$ cat config.mk
export PLATFORM = sky130hd
export DESIGN_NAME = vsds_dispatch
export DESIGN_NICKNAME = d
export VERILOG_FILES = /design/src/include/vsds_pkg.sv /design/src/vsds_slot_pool.sv /design/src/vsds_dispatch.sv
export SDC_FILE = /design/constraint.sdc
export NUM_CORES = 1
export LEC_CHECK = 0
export BUFFER_PORTS_ARGS = -buffer_cell sky130_fd_sc_hd__buf_2
export CORE_ASPECT_RATIO = 0.6
export CORE_MARGIN = 2
export CORE_UTILIZATION = 55
export CTS_CLUSTER_SIZE = 10
export DETAILED_ROUTE_END_ITERATION = 12
export GPL_ROUTABILITY_DRIVEN = 0
export PLACE_DENSITY = 0.77
export SLEW_MARGIN = 20
export SYNTH_ARGS = -nofsm -noshare
export SYNTH_HDL_FRONTEND = slang
export SYNTH_SLANG_ARGS = --single-unit
$ cat constraint.sdc
create_clock -name clock -period 11.25 [get_ports clock]
set_input_delay 1.6875 -clock clock [delete_from_list [all_inputs] [get_ports clock]]
set_output_delay 1.6875 -clock clock [all_outputs]
set_load 0.01 [all_outputs]
$ cat src/include/vsds_pkg.sv
// Purpose: shared constants and carriers for the vertex stage dispatch block
// Assumes: 32-bit AHB-Lite register access, single word transfers only
// Notes:   state words are mirrored as plain registers at word offsets
package vsds_pkg;

    // ------------------------------------------------------------
    // register byte offsets
    // ------------------------------------------------------------
    localparam logic [7:0] VSDS_OFF_WORD1   = 8'h04;
    localparam logic [7:0] VSDS_OFF_WORD2   = 8'h08;
    localparam logic [7:0] VSDS_OFF_WORD3   = 8'h0c;
    localparam logic [7:0] VSDS_OFF_WORD4   = 8'h10;
    localparam logic [7:0] VSDS_OFF_WORD6   = 8'h18;
    localparam logic [7:0] VSDS_OFF_CTRL    = 8'h20;
    localparam logic [7:0] VSDS_OFF_STATUS  = 8'h24;

    // ------------------------------------------------------------
    // field positions
    // ------------------------------------------------------------
    localparam int VSDS_W1_SINGLE_FLOW  = 31;
    localparam int VSDS_W1_PRIORITY     = 17;
    localparam int VSDS_W1_FLOAT_MODE   = 16;
    localparam int VSDS_W1_EXC_OPCODE   = 13;
    localparam int VSDS_W1_EXC_MASK     = 11;
    localparam int VSDS_W1_EXC_SOFT     = 7;
    localparam int VSDS_W2_BASE_LSB     = 10;
    localparam int VSDS_W2_SIZE_LSB     = 0;
    localparam int VSDS_W3_CLEN_LSB     = 25;
    localparam int VSDS_W3_COFF_LSB     = 18;
    localparam int VSDS_W3_VLEN_LSB     = 11;
    localparam int VSDS_W3_VOFF_LSB     = 4;
    localparam int VSDS_W3_START_LSB    = 0;
    localparam int VSDS_W4_MAXTHR_LSB   = 25;
    localparam int VSDS_W4_ALLOC_LSB    = 19;
    localparam int VSDS_W4_ENTRIES_LSB  = 11;
    localparam int VSDS_W6_ENABLE       = 0;
    // thread control register layout
    localparam int VSDS_TC_EXC_OPCODE   = 12;
    localparam int VSDS_TC_EXC_MASK     = 11;
    localparam int VSDS_TC_EXC_SOFT     = 13;

    // ------------------------------------------------------------
    // reset values and limits
    // ------------------------------------------------------------
    localparam logic [31:0] VSDS_RST_WORD   = 32'h0000_0000;
    localparam logic [3:0]  VSDS_SIZE_MAX   = 4'hb;
    localparam int          VSDS_SCR_SHIFT  = 10;
    localparam logic [1:0]  VSDS_HTRANS_NSQ = 2'h2;

    // decoded state latched at each load
    typedef struct packed {
        logic        single_flow;
        logic        high_priority;
        logic        alt_float;
        logic [15:0] thread_control;
        logic [21:0] scratch_base;
        logic [3:0]  scratch_size;
        logic [5:0]  const_len;
        logic [5:0]  const_off;
        logic [5:0]  vert_len;
        logic [5:0]  vert_off;
        logic [3:0]  start_reg;
        logic [4:0]  max_threads_m1;
        logic [4:0]  alloc_units_m1;
        logic [6:0]  entry_count;
        logic        shade_enable;
    } vsds_state_t;

    // one dispatched thread
    typedef struct packed {
        logic        two_vertex;
        logic        high_priority;
        logic        alt_float;
        logic [15:0] thread_control;
        logic [31:0] scratch_offset;
        logic [3:0]  scratch_size;
        logic [5:0]  const_len;
        logic [5:0]  const_off;
        logic [5:0]  vert_len;
        logic [5:0]  vert_off;
        logic [3:0]  start_reg;
        logic [4:0]  slot;
    } vsds_thread_t;

endpackage

$ cat src/vsds_slot_pool.sv
// Purpose: tracks busy thread slots and hands out the lowest free one
// Assumes: a slot is never retired while it is free
// Notes:   limit caps the number of slots that may be busy at once
`timescale 1ns/10ps
module vsds_slot_pool #(
    parameter int SLOTS = 32
) (
    // clock and reset
    input  wire logic                     clock,
    input  wire logic                     reset,
    // allocation
    input  wire logic [$clog2(SLOTS)-1:0] limit_m1,
    input  wire logic                     take,
    output logic                          avail,
    output logic [$clog2(SLOTS)-1:0]      free_slot,
    // retirement
    input  wire logic                     retire,
    input  wire logic [$clog2(SLOTS)-1:0] retire_slot,
    output logic [$clog2(SLOTS):0]        active
);
    typedef struct packed {
        logic [SLOTS-1:0]         busy;
        logic [$clog2(SLOTS):0]   count;
    } vsds_pool_t;

    vsds_pool_t s_q;
    vsds_pool_t s_d;
    logic       found;

    always_comb begin
        s_d       = s_q;
        found     = 1'b0;
        free_slot = '0;
        for (int i = 0; i < SLOTS; i++) begin
            if (!found && !s_q.busy[i]) begin
                found     = 1'b1;
                free_slot = i[$clog2(SLOTS)-1:0];
            end
        end
        // limit_m1 is the cap minus one, so a take is allowed while count is at most limit_m1
        avail = found && (s_q.count <= {1'b0, limit_m1});
        if (take && avail) begin
            s_d.busy[free_slot] = 1'b1;
        end
        if (retire) begin
            s_d.busy[retire_slot] = 1'b0;
        end
        s_d.count = s_q.count + (($clog2(SLOTS)+1)'(take && avail)) - (($clog2(SLOTS)+1)'(retire));
    end

    always_ff @(posedge clock) begin
        if (reset) begin
            s_q <= '0;
        end else begin
            s_q <= s_d;
        end
    end

    assign active = s_q.count;
endmodule

$ cat src/vsds_dispatch.sv
// Purpose: decodes vertex stage state and dispatches shading threads
// Assumes: AHB-Lite single word transfers, zero wait state answers
// Notes:   vertices arrive as a valid/ready stream of handles
//
// The implementer's own choices: the register offsets and the AHB-Lite register port.
`timescale 1ns/10ps

module vsds_dispatch
    import vsds_pkg::*;
#(
    parameter int SLOTS = 32
) (
    // clock and reset
    input  wire logic                    clock,
    input  wire logic                    reset,
    // ahb-lite slave
    input  wire logic                    hsel,
    input  wire logic [31:0]             haddr,
    input  wire logic [1:0]              htrans,
    input  wire logic                    hwrite,
    input  wire logic [2:0]              hsize,
    input  wire logic [31:0]             hwdata,
    input  wire logic                    hready,
    output logic                         hreadyout,
    output logic                         hresp,
    output logic [31:0]                  hrdata,
    // incoming vertices from the fetch unit
    input  wire logic                    vtx_valid,
    input  wire logic [15:0]             vtx_handle,
    input  wire logic                    vtx_flush,
    output logic                         vtx_ready,
    // vertices passed down the pipeline unshaded
    output logic                         pass_valid,
    output logic [15:0]                  pass_handle,
    // threads to the execution units
    output logic                         thr_valid,
    output vsds_pkg::vsds_thread_t       thr_info,
    output logic [15:0]                  thr_handle0,
    output logic [15:0]                  thr_handle1,
    input  wire logic                    thr_ready,
    input  wire logic                    thr_done,
    input  wire logic [4:0]              thr_done_slot,
    // return buffer allocation seen by the buffer manager
    output logic [6:0]                   entry_count,
    output logic [4:0]                   entry_units_m1
);
    import vsds_pkg::*;

    // ------------------------------------------------------------
    // state
    // ------------------------------------------------------------
    typedef enum logic [2:0] {
        VSDS_IDLE = 3'b001,
        VSDS_HOLD = 3'b010,
        VSDS_SEND = 3'b100
    } vsds_phase_t;

    typedef struct packed {
        logic [31:0]   word1;
        logic [31:0]   word2;
        logic [31:0]   word3;
        logic [31:0]   word4;
        logic [31:0]   word6;
        vsds_state_t   cur;
        logic          ap_valid;
        logic          ap_write;
        logic [7:0]    ap_addr;
        logic [31:0]   rdata;
        vsds_phase_t   phase;
        logic [15:0]   held;
        logic          pv;
        logic [15:0]   ph;
        logic          tv;
        vsds_thread_t  ti;
        logic [15:0]   th0;
        logic [15:0]   th1;
        logic [31:0]   dispatched;
    } vsds_regs_t;

    vsds_regs_t  r_q;
    vsds_regs_t  r_d;
    logic        slot_avail;
    logic [4:0]  slot_free;
    logic [5:0]  slot_active;
    logic        take;
    vsds_state_t dec;

    // ------------------------------------------------------------
    // slot tracking
    // ------------------------------------------------------------
    vsds_slot_pool #(
        .SLOTS (SLOTS)
    ) u_pool (
        .clock       (clock),
        .reset       (reset),
        .limit_m1    (r_q.cur.max_threads_m1),
        .take        (take),
        .avail       (slot_avail),
        .free_slot   (slot_free),
        .retire      (thr_done),
        .retire_slot (thr_done_slot),
        .active      (slot_active)
    );

    // ------------------------------------------------------------
    // decode of the programmed words
    // ------------------------------------------------------------
    function automatic vsds_state_t decode(input logic [31:0] w1, input logic [31:0] w2,
                                           input logic [31:0] w3, input logic [31:0] w4,
                                           input logic [31:0] w6);
        vsds_state_t s;
        s                = '0;
        s.single_flow    = w1[VSDS_W1_SINGLE_FLOW];
        s.high_priority  = w1[VSDS_W1_PRIORITY];
        s.alt_float      = w1[VSDS_W1_FLOAT_MODE];
        s.thread_control[VSDS_TC_EXC_OPCODE] = w1[VSDS_W1_EXC_OPCODE];
        s.thread_control[VSDS_TC_EXC_MASK]   = w1[VSDS_W1_EXC_MASK];
        s.thread_control[VSDS_TC_EXC_SOFT]   = w1[VSDS_W1_EXC_SOFT];
        s.scratch_base   = w2[31:VSDS_W2_BASE_LSB];
        s.scratch_size   = w2[VSDS_W2_SIZE_LSB +: 4];
        s.const_len      = w3[VSDS_W3_CLEN_LSB +: 6];
        s.const_off      = w3[VSDS_W3_COFF_LSB +: 6];
        s.vert_len       = w3[VSDS_W3_VLEN_LSB +: 6];
        s.vert_off       = w3[VSDS_W3_VOFF_LSB +: 6];
        s.start_reg      = w3[VSDS_W3_START_LSB +: 4];
        s.max_threads_m1 = w4[VSDS_W4_MAXTHR_LSB +: 5];
        s.alloc_units_m1 = w4[VSDS_W4_ALLOC_LSB +: 5];
        s.entry_count    = w4[VSDS_W4_ENTRIES_LSB +: 7];
        s.shade_enable   = w6[VSDS_W6_ENABLE];
        return s;
    endfunction

    assign dec = decode(r_q.word1, r_q.word2, r_q.word3, r_q.word4, r_q.word6);

    // ------------------------------------------------------------
    // thread build
    // ------------------------------------------------------------
    function automatic vsds_thread_t build(input vsds_state_t s, input logic pair, input logic [4:0] slot);
        vsds_thread_t t;
        logic [31:0]  kb;
        t                = '0;
        t.two_vertex     = pair;
        t.high_priority  = s.high_priority;
        t.alt_float      = s.alt_float;
        t.thread_control = s.thread_control;
        // each slot owns 2^size kilobytes past the base
        kb               = 32'(s.scratch_base) + (32'(slot) << s.scratch_size);
        t.scratch_offset = kb << VSDS_SCR_SHIFT;
        t.scratch_size   = s.scratch_size;
        t.const_len      = s.const_len;
        t.const_off      = s.const_off;
        t.vert_len       = s.vert_len;
        t.vert_off       = s.vert_off;
        t.start_reg      = s.start_reg;
        t.slot           = slot;
        return t;
    endfunction

    // ------------------------------------------------------------
    // next state
    // ------------------------------------------------------------
    logic ap_take;
    logic send_free;

    always_comb begin
        r_d       = r_q;
        ap_take   = hsel && hready && (htrans == VSDS_HTRANS_NSQ);
        send_free = !r_q.tv || thr_ready;
        take      = 1'b0;
        vtx_ready = 1'b0;

        // register bus: address phase captured, data phase acted on
        r_d.ap_valid = ap_take;
        r_d.ap_write = hwrite;
        r_d.ap_addr  = haddr[7:0];
        if (r_q.ap_valid && r_q.ap_write) begin
            case (r_q.ap_addr)
                VSDS_OFF_WORD1: r_d.word1 = hwdata;
                VSDS_OFF_WORD2: r_d.word2 = hwdata;
                VSDS_OFF_WORD3: r_d.word3 = hwdata;
                VSDS_OFF_WORD4: r_d.word4 = hwdata;
                VSDS_OFF_WORD6: r_d.word6 = hwdata;
                // writing the control word loads the structure
                VSDS_OFF_CTRL: r_d.cur   = dec;
                default: r_d.word1 = r_d.word1;
            endcase
        end
        if (ap_take && !hwrite) begin
            case (haddr[7:0])
                VSDS_OFF_WORD1:  r_d.rdata = r_q.word1;
                VSDS_OFF_WORD2:  r_d.rdata = r_q.word2;
                VSDS_OFF_WORD3:  r_d.rdata = r_q.word3;
                VSDS_OFF_WORD4:  r_d.rdata = r_q.word4;
                VSDS_OFF_WORD6:  r_d.rdata = r_q.word6;
                VSDS_OFF_STATUS: r_d.rdata = {r_q.dispatched[23:0], 1'b0, r_q.phase == VSDS_HOLD,
                                              slot_active};
                default:         r_d.rdata = 32'h0000_0000;
            endcase
        end

        // pass output of last cycle is dropped, a thread output only once thr_ready takes it
        r_d.pv = 1'b0;
        if (r_q.tv && thr_ready) begin
            r_d.tv = 1'b0;
        end

        if (!r_q.cur.shade_enable) begin
            // dispatch fields disregarded, vertices flow through
            vtx_ready = 1'b1;
            if (vtx_valid) begin
                r_d.pv = 1'b1;
                r_d.ph = vtx_handle;
            end
            r_d.phase = VSDS_IDLE;
        end else begin
            case (r_q.phase)
                VSDS_IDLE: begin
                    vtx_ready = send_free && slot_avail;
                    if (vtx_valid && vtx_ready) begin
                        if (r_q.cur.single_flow || vtx_flush) begin
                            // lone vertex thread
                            take     = 1'b1;
                            r_d.tv   = 1'b1;
                            r_d.ti   = build(r_q.cur, 1'b0, slot_free);
                            r_d.th0  = vtx_handle;
                            r_d.th1  = 16'h0000;
                        end else begin
                            r_d.held  = vtx_handle;
                            r_d.phase = VSDS_HOLD;
                        end
                    end
                end
                VSDS_HOLD: begin
                    vtx_ready = send_free && slot_avail;
                    if (vtx_valid && vtx_ready) begin
                        take      = 1'b1;
                        r_d.tv    = 1'b1;
                        r_d.ti    = build(r_q.cur, 1'b1, slot_free);
                        r_d.th0   = r_q.held;
                        r_d.th1   = vtx_handle;
                        r_d.phase = VSDS_IDLE;
                    end else if (vtx_flush && send_free && slot_avail) begin
                        // no partner is coming, send the held vertex alone
                        take      = 1'b1;
                        r_d.tv    = 1'b1;
                        r_d.ti    = build(r_q.cur, 1'b0, slot_free);
                        r_d.th0   = r_q.held;
                        r_d.th1   = 16'h0000;
                        r_d.phase = VSDS_IDLE;
                    end
                end
                default: r_d.phase = VSDS_IDLE;
            endcase
        end
        if (take) begin
            r_d.dispatched = r_q.dispatched + 32'h0000_0001;
        end
    end

    always_ff @(posedge clock) begin
        if (reset) begin
            r_q       <= '0;
            r_q.phase <= VSDS_IDLE;
        end else begin
            r_q <= r_d;
        end
    end

    // ------------------------------------------------------------
    // outputs
    // ------------------------------------------------------------
    assign hreadyout      = 1'b1;
    assign hresp          = 1'b0;
    assign hrdata         = r_q.rdata;
    assign pass_valid     = r_q.pv;
    assign pass_handle    = r_q.ph;
    assign thr_valid      = r_q.tv;
    assign thr_info       = r_q.ti;
    assign thr_handle0    = r_q.th0;
    assign thr_handle1    = r_q.th1;
    // allocation follows the written words at once, enabled or not
    assign entry_count    = r_q.word4[VSDS_W4_ENTRIES_LSB +: 7];
    assign entry_units_m1 = r_q.word4[VSDS_W4_ALLOC_LSB +: 5];
endmodule

==> results_dict.tcl <==
set metrics [dict create \
    outcome "completed" \
    drive_gt1_frac 0.151 \
    grt_remaining_overflow 0 \
    synth.area.mux_share 0.0425 \
    num_rows 55 \
    io_buffers 231 \
    timing.setup.tns_ns 0 \
    synth_xor_area_frac 0.0156 \
    fillCellCount 3258 \
    ys_top_cells_by_count "594 x nand2_1, 463 x dfxtp_1, 378 x a21oi_1" \
    nets 2767 \
    slew_violations 0 \
    finish.utilization 0.602 \
    ir_drop_v 0.000124 \
    fin_crit_ns 5.24 \
    synth_fa_ha_area_frac 0.0218 \
    reg2reg_from "u_pool.s_q[18]" \
    syn_area_mm2 0.0214 \
    via_per_inst 6.07 \
    startpoint_type "flip-flop" \
    criticalPathCategory "reg -> reg" \
    io_pins 284 \
    worst-path-max-fanout 8 \
    chipWidth_um 258 \
    placed_cells 3090 \
    leakagePower_nw 8.52 \
    synth_top_cell_area_share 0.434 \
    holdWs_ns 0.447 \
    fmax_ghz 0.191 \
    ys_types 69 \
    startpoint "u_pool.s_q[18]" \
    clk_latency_ns 0.59 \
    fin_cells 3152 \
    antenna_found_initial 6 \
    reg2reg_depth 17 \
    wirelength_um 64700 \
    yosys.area_share.simple 0.203 \
    synth_edf_count 0 \
    crit_chain "and4_1, a2111oi_0, a41oi_1, nor2b_1, a31oi_1, mux2i_1, mux2i_1, and2_1, ha_1, a21o_1, a21o_1, a211o_1, and3_1, or4_1, a31oi_1, xor2_1, o21ai_0" \
    seq_area_frac_synth 0.434 \
    cts-resized-gates 0 \
    timing.final.crit_share 0.466 \
    wl_per_cell_um 20.5 \
    dp_hpwl_um 44000 \
    dr.pass1.iters 6 \
    grtUsageTotal 0.307 \
    finalHoldViolCount 0 \
    cts-root-buf "clkbuf_16" \
    slew_headroom 0.306 \
    synth_compound_area_frac 0.176 \
    core_area_mm2 0.0380 \
    synth_warnings 0 \
    critPathCapture "thr_info[64]" \
    worst_path_largest_cell_delay_ns 0.81 \
    cts_tree "yes" \
    grt_max_degree 199 \
    synth_async_sr_flop_share 0 \
    slowest_stage "a2111oi_0" \
    start_util 0.563 \
    min_path_type "reg -> reg" \
    die_h_um 157 \
    setup_viol 0 \
    synth_most_common_cell "nand2_1" \
    ys_top_cells_by_area "dfxtp_1 43%, nand2_1 10%, a21oi_1 8.9%" \
    end_kind "flip-flop" \
    drt_iter0_drc 2624 \
    multi_input_area_mm2 0.00996 \
    grt_pass1_wl_um 98400 \
    ctsHoldBuffers 0 \
    dieArea_mm2 0.0405 \
    cts_buffer_depth 3 \
    synthDominantAreaCellType "dfxtp_1" \
    first_global_vias 17591 \
    areaGrowthSynthToFinish_pct 6.92 \
    cts_buffers 52 \
    synth_top_family_by_area "simple AND/OR/NAND/NOR gates" \
    ys_seq_elements 463 \
    rsz0062_at_grt "false" \
    worst_slew_pin_slew_ns 1.04 \
    ys.flop_type "dfxtp_1" \
    htreeDepth 2 \
    ff_latch_area_mm2 0.00927 \
    crit_arrival_ns 5.68 \
    cap_viol_max_count 0 \
    cts_sinks 463 \
    post_cts_buffers 0 \
    timing.rr.end "thr_info[64]" \
    r2r_setup_slack_ns 6.01 \
    powerDensity_mw_per_mm2 147 \
    cp.required_ns 11.69 \
    path_clk_slew_ns 0.06 \
    ant_nets 0 \
    avgSynthCellArea_um2 8.04 \
    fin_skew_ns 0.0336 \
    drc 0 \
    via_count 19147 \
    syn_inst 2659 \
]
-- how the worst min path moves through the flow --
stage            startpoint            to  cells after the start
3_5_place_dp       r_q[475]      r_q[475]                      2
6_report           r_q[465]      r_q[465]                      2
4_1_cts            r_q[465]      r_q[465]                      2
5_1_grt            r_q[465]      r_q[465]                      2
2_1_floorplan  thr_info[63]  thr_info[63]                      2
3_3_place_gp       r_q[460]      r_q[460]                      2
-- metal layers --
metal / up-vias / GRT usage / routed length, µm
li1: 8777 / - / -
met1: 9091 / 0.432 / 27000
met2: 1099 / 0.453 / 27900
met3: 176 / 0.0716 / 7570
met4: 4 / 0.122 / 2150
met5: - / 0 / 23
-- registers in the layout, indices dropped and copies added (netlist names), 5 cells and up --
register,count
r_q,200
thr_info,65
thr_handle0,16
hrdata,32
thr_handle1,16
pass_handle,16
dec,66
u_pool.s_q,32
entry_count,7
u_pool.active,6
entry_units_m1,5
-- final cells by class --
cell class | instances | share of cell area
multi-input cells | 1796 | 0.436
flip-flops and latches | 463 | 0.406
repair buffers | 254 | 0.0600
clock buffers | 53 | 0.0571
well taps | 513 | 0.0281
inverters | 65 | 0.0107
clock inverters | 4 | 0.00235
diodes | 4 | 0.000438
-- cell families (layout without fill, tap and decap cells) --
| logic type | Yosys count | count (layout) |
|---|---|---|
| adder cells (fa/ha/maj) | 36 | 36 |
| multiplexers | 84 | 84 |
| AO/OA/AOI/OAI | 634 | 634 |
| other | 2 | 29 |
| AND/OR/NAND/NOR | 979 | 979 |
| XOR/XNOR | 38 | 38 |
| flip-flops | 463 | 463 |
| buffers and inverters | 423 | 376 |
-- critical path, delay by kind of cell (launching register included) --
| family | cells | cell delay, ns |
|---|---|---|
| DFF | 1 | 0.34 |
| and+or+nand+nor | 5 | 1.35 |
| muxes | 2 | 0.51 |
| AOI/OAI and AO/OA | 8 | 2.39 |
| adders and majority gates | 1 | 0.29 |
| xor gates and xnor gates | 1 | 0.23 |
-- where the power goes --
part           leakage, nW  internal (mW)  switching, mW
sequential            3.74           1.66         0.0205
clock                0.667          0.817          0.655
combinational         4.11         0.0748          0.142
total                 8.52           2.55          0.817
-- stage by stage --
stage	setup slack [ns]	instance area, µm²	power (mW)
3_3_place_gp	6.39	21400	1.91
4_1_cts	6.19	22800	3.37
5_1_grt	6.03	22800	3.46
2_1_floorplan	7.21	21500	1.86
3_5_place_dp	6.22	21400	1.92
6_report	6.01	22900	3.36
-- placed cells by master, fill, tap and decap left out, types with 22 or more instances in the layout --
cell and instances:
nor3_1 46, clkbuf_16 52, conb_1 25, buf_2 230, dfxtp_1 463, a22oi_1 22
o21ai_0 71, a221oi_1 35, mux2_2 54, a21oi_1 378, ha_1 34, nand3b_1 40
nor2_1 149, mux2i_1 30, nand2_1 594, xnor2_1 27, inv_1 64, a221o_1 22
Power figures use the tool's default switching activity.
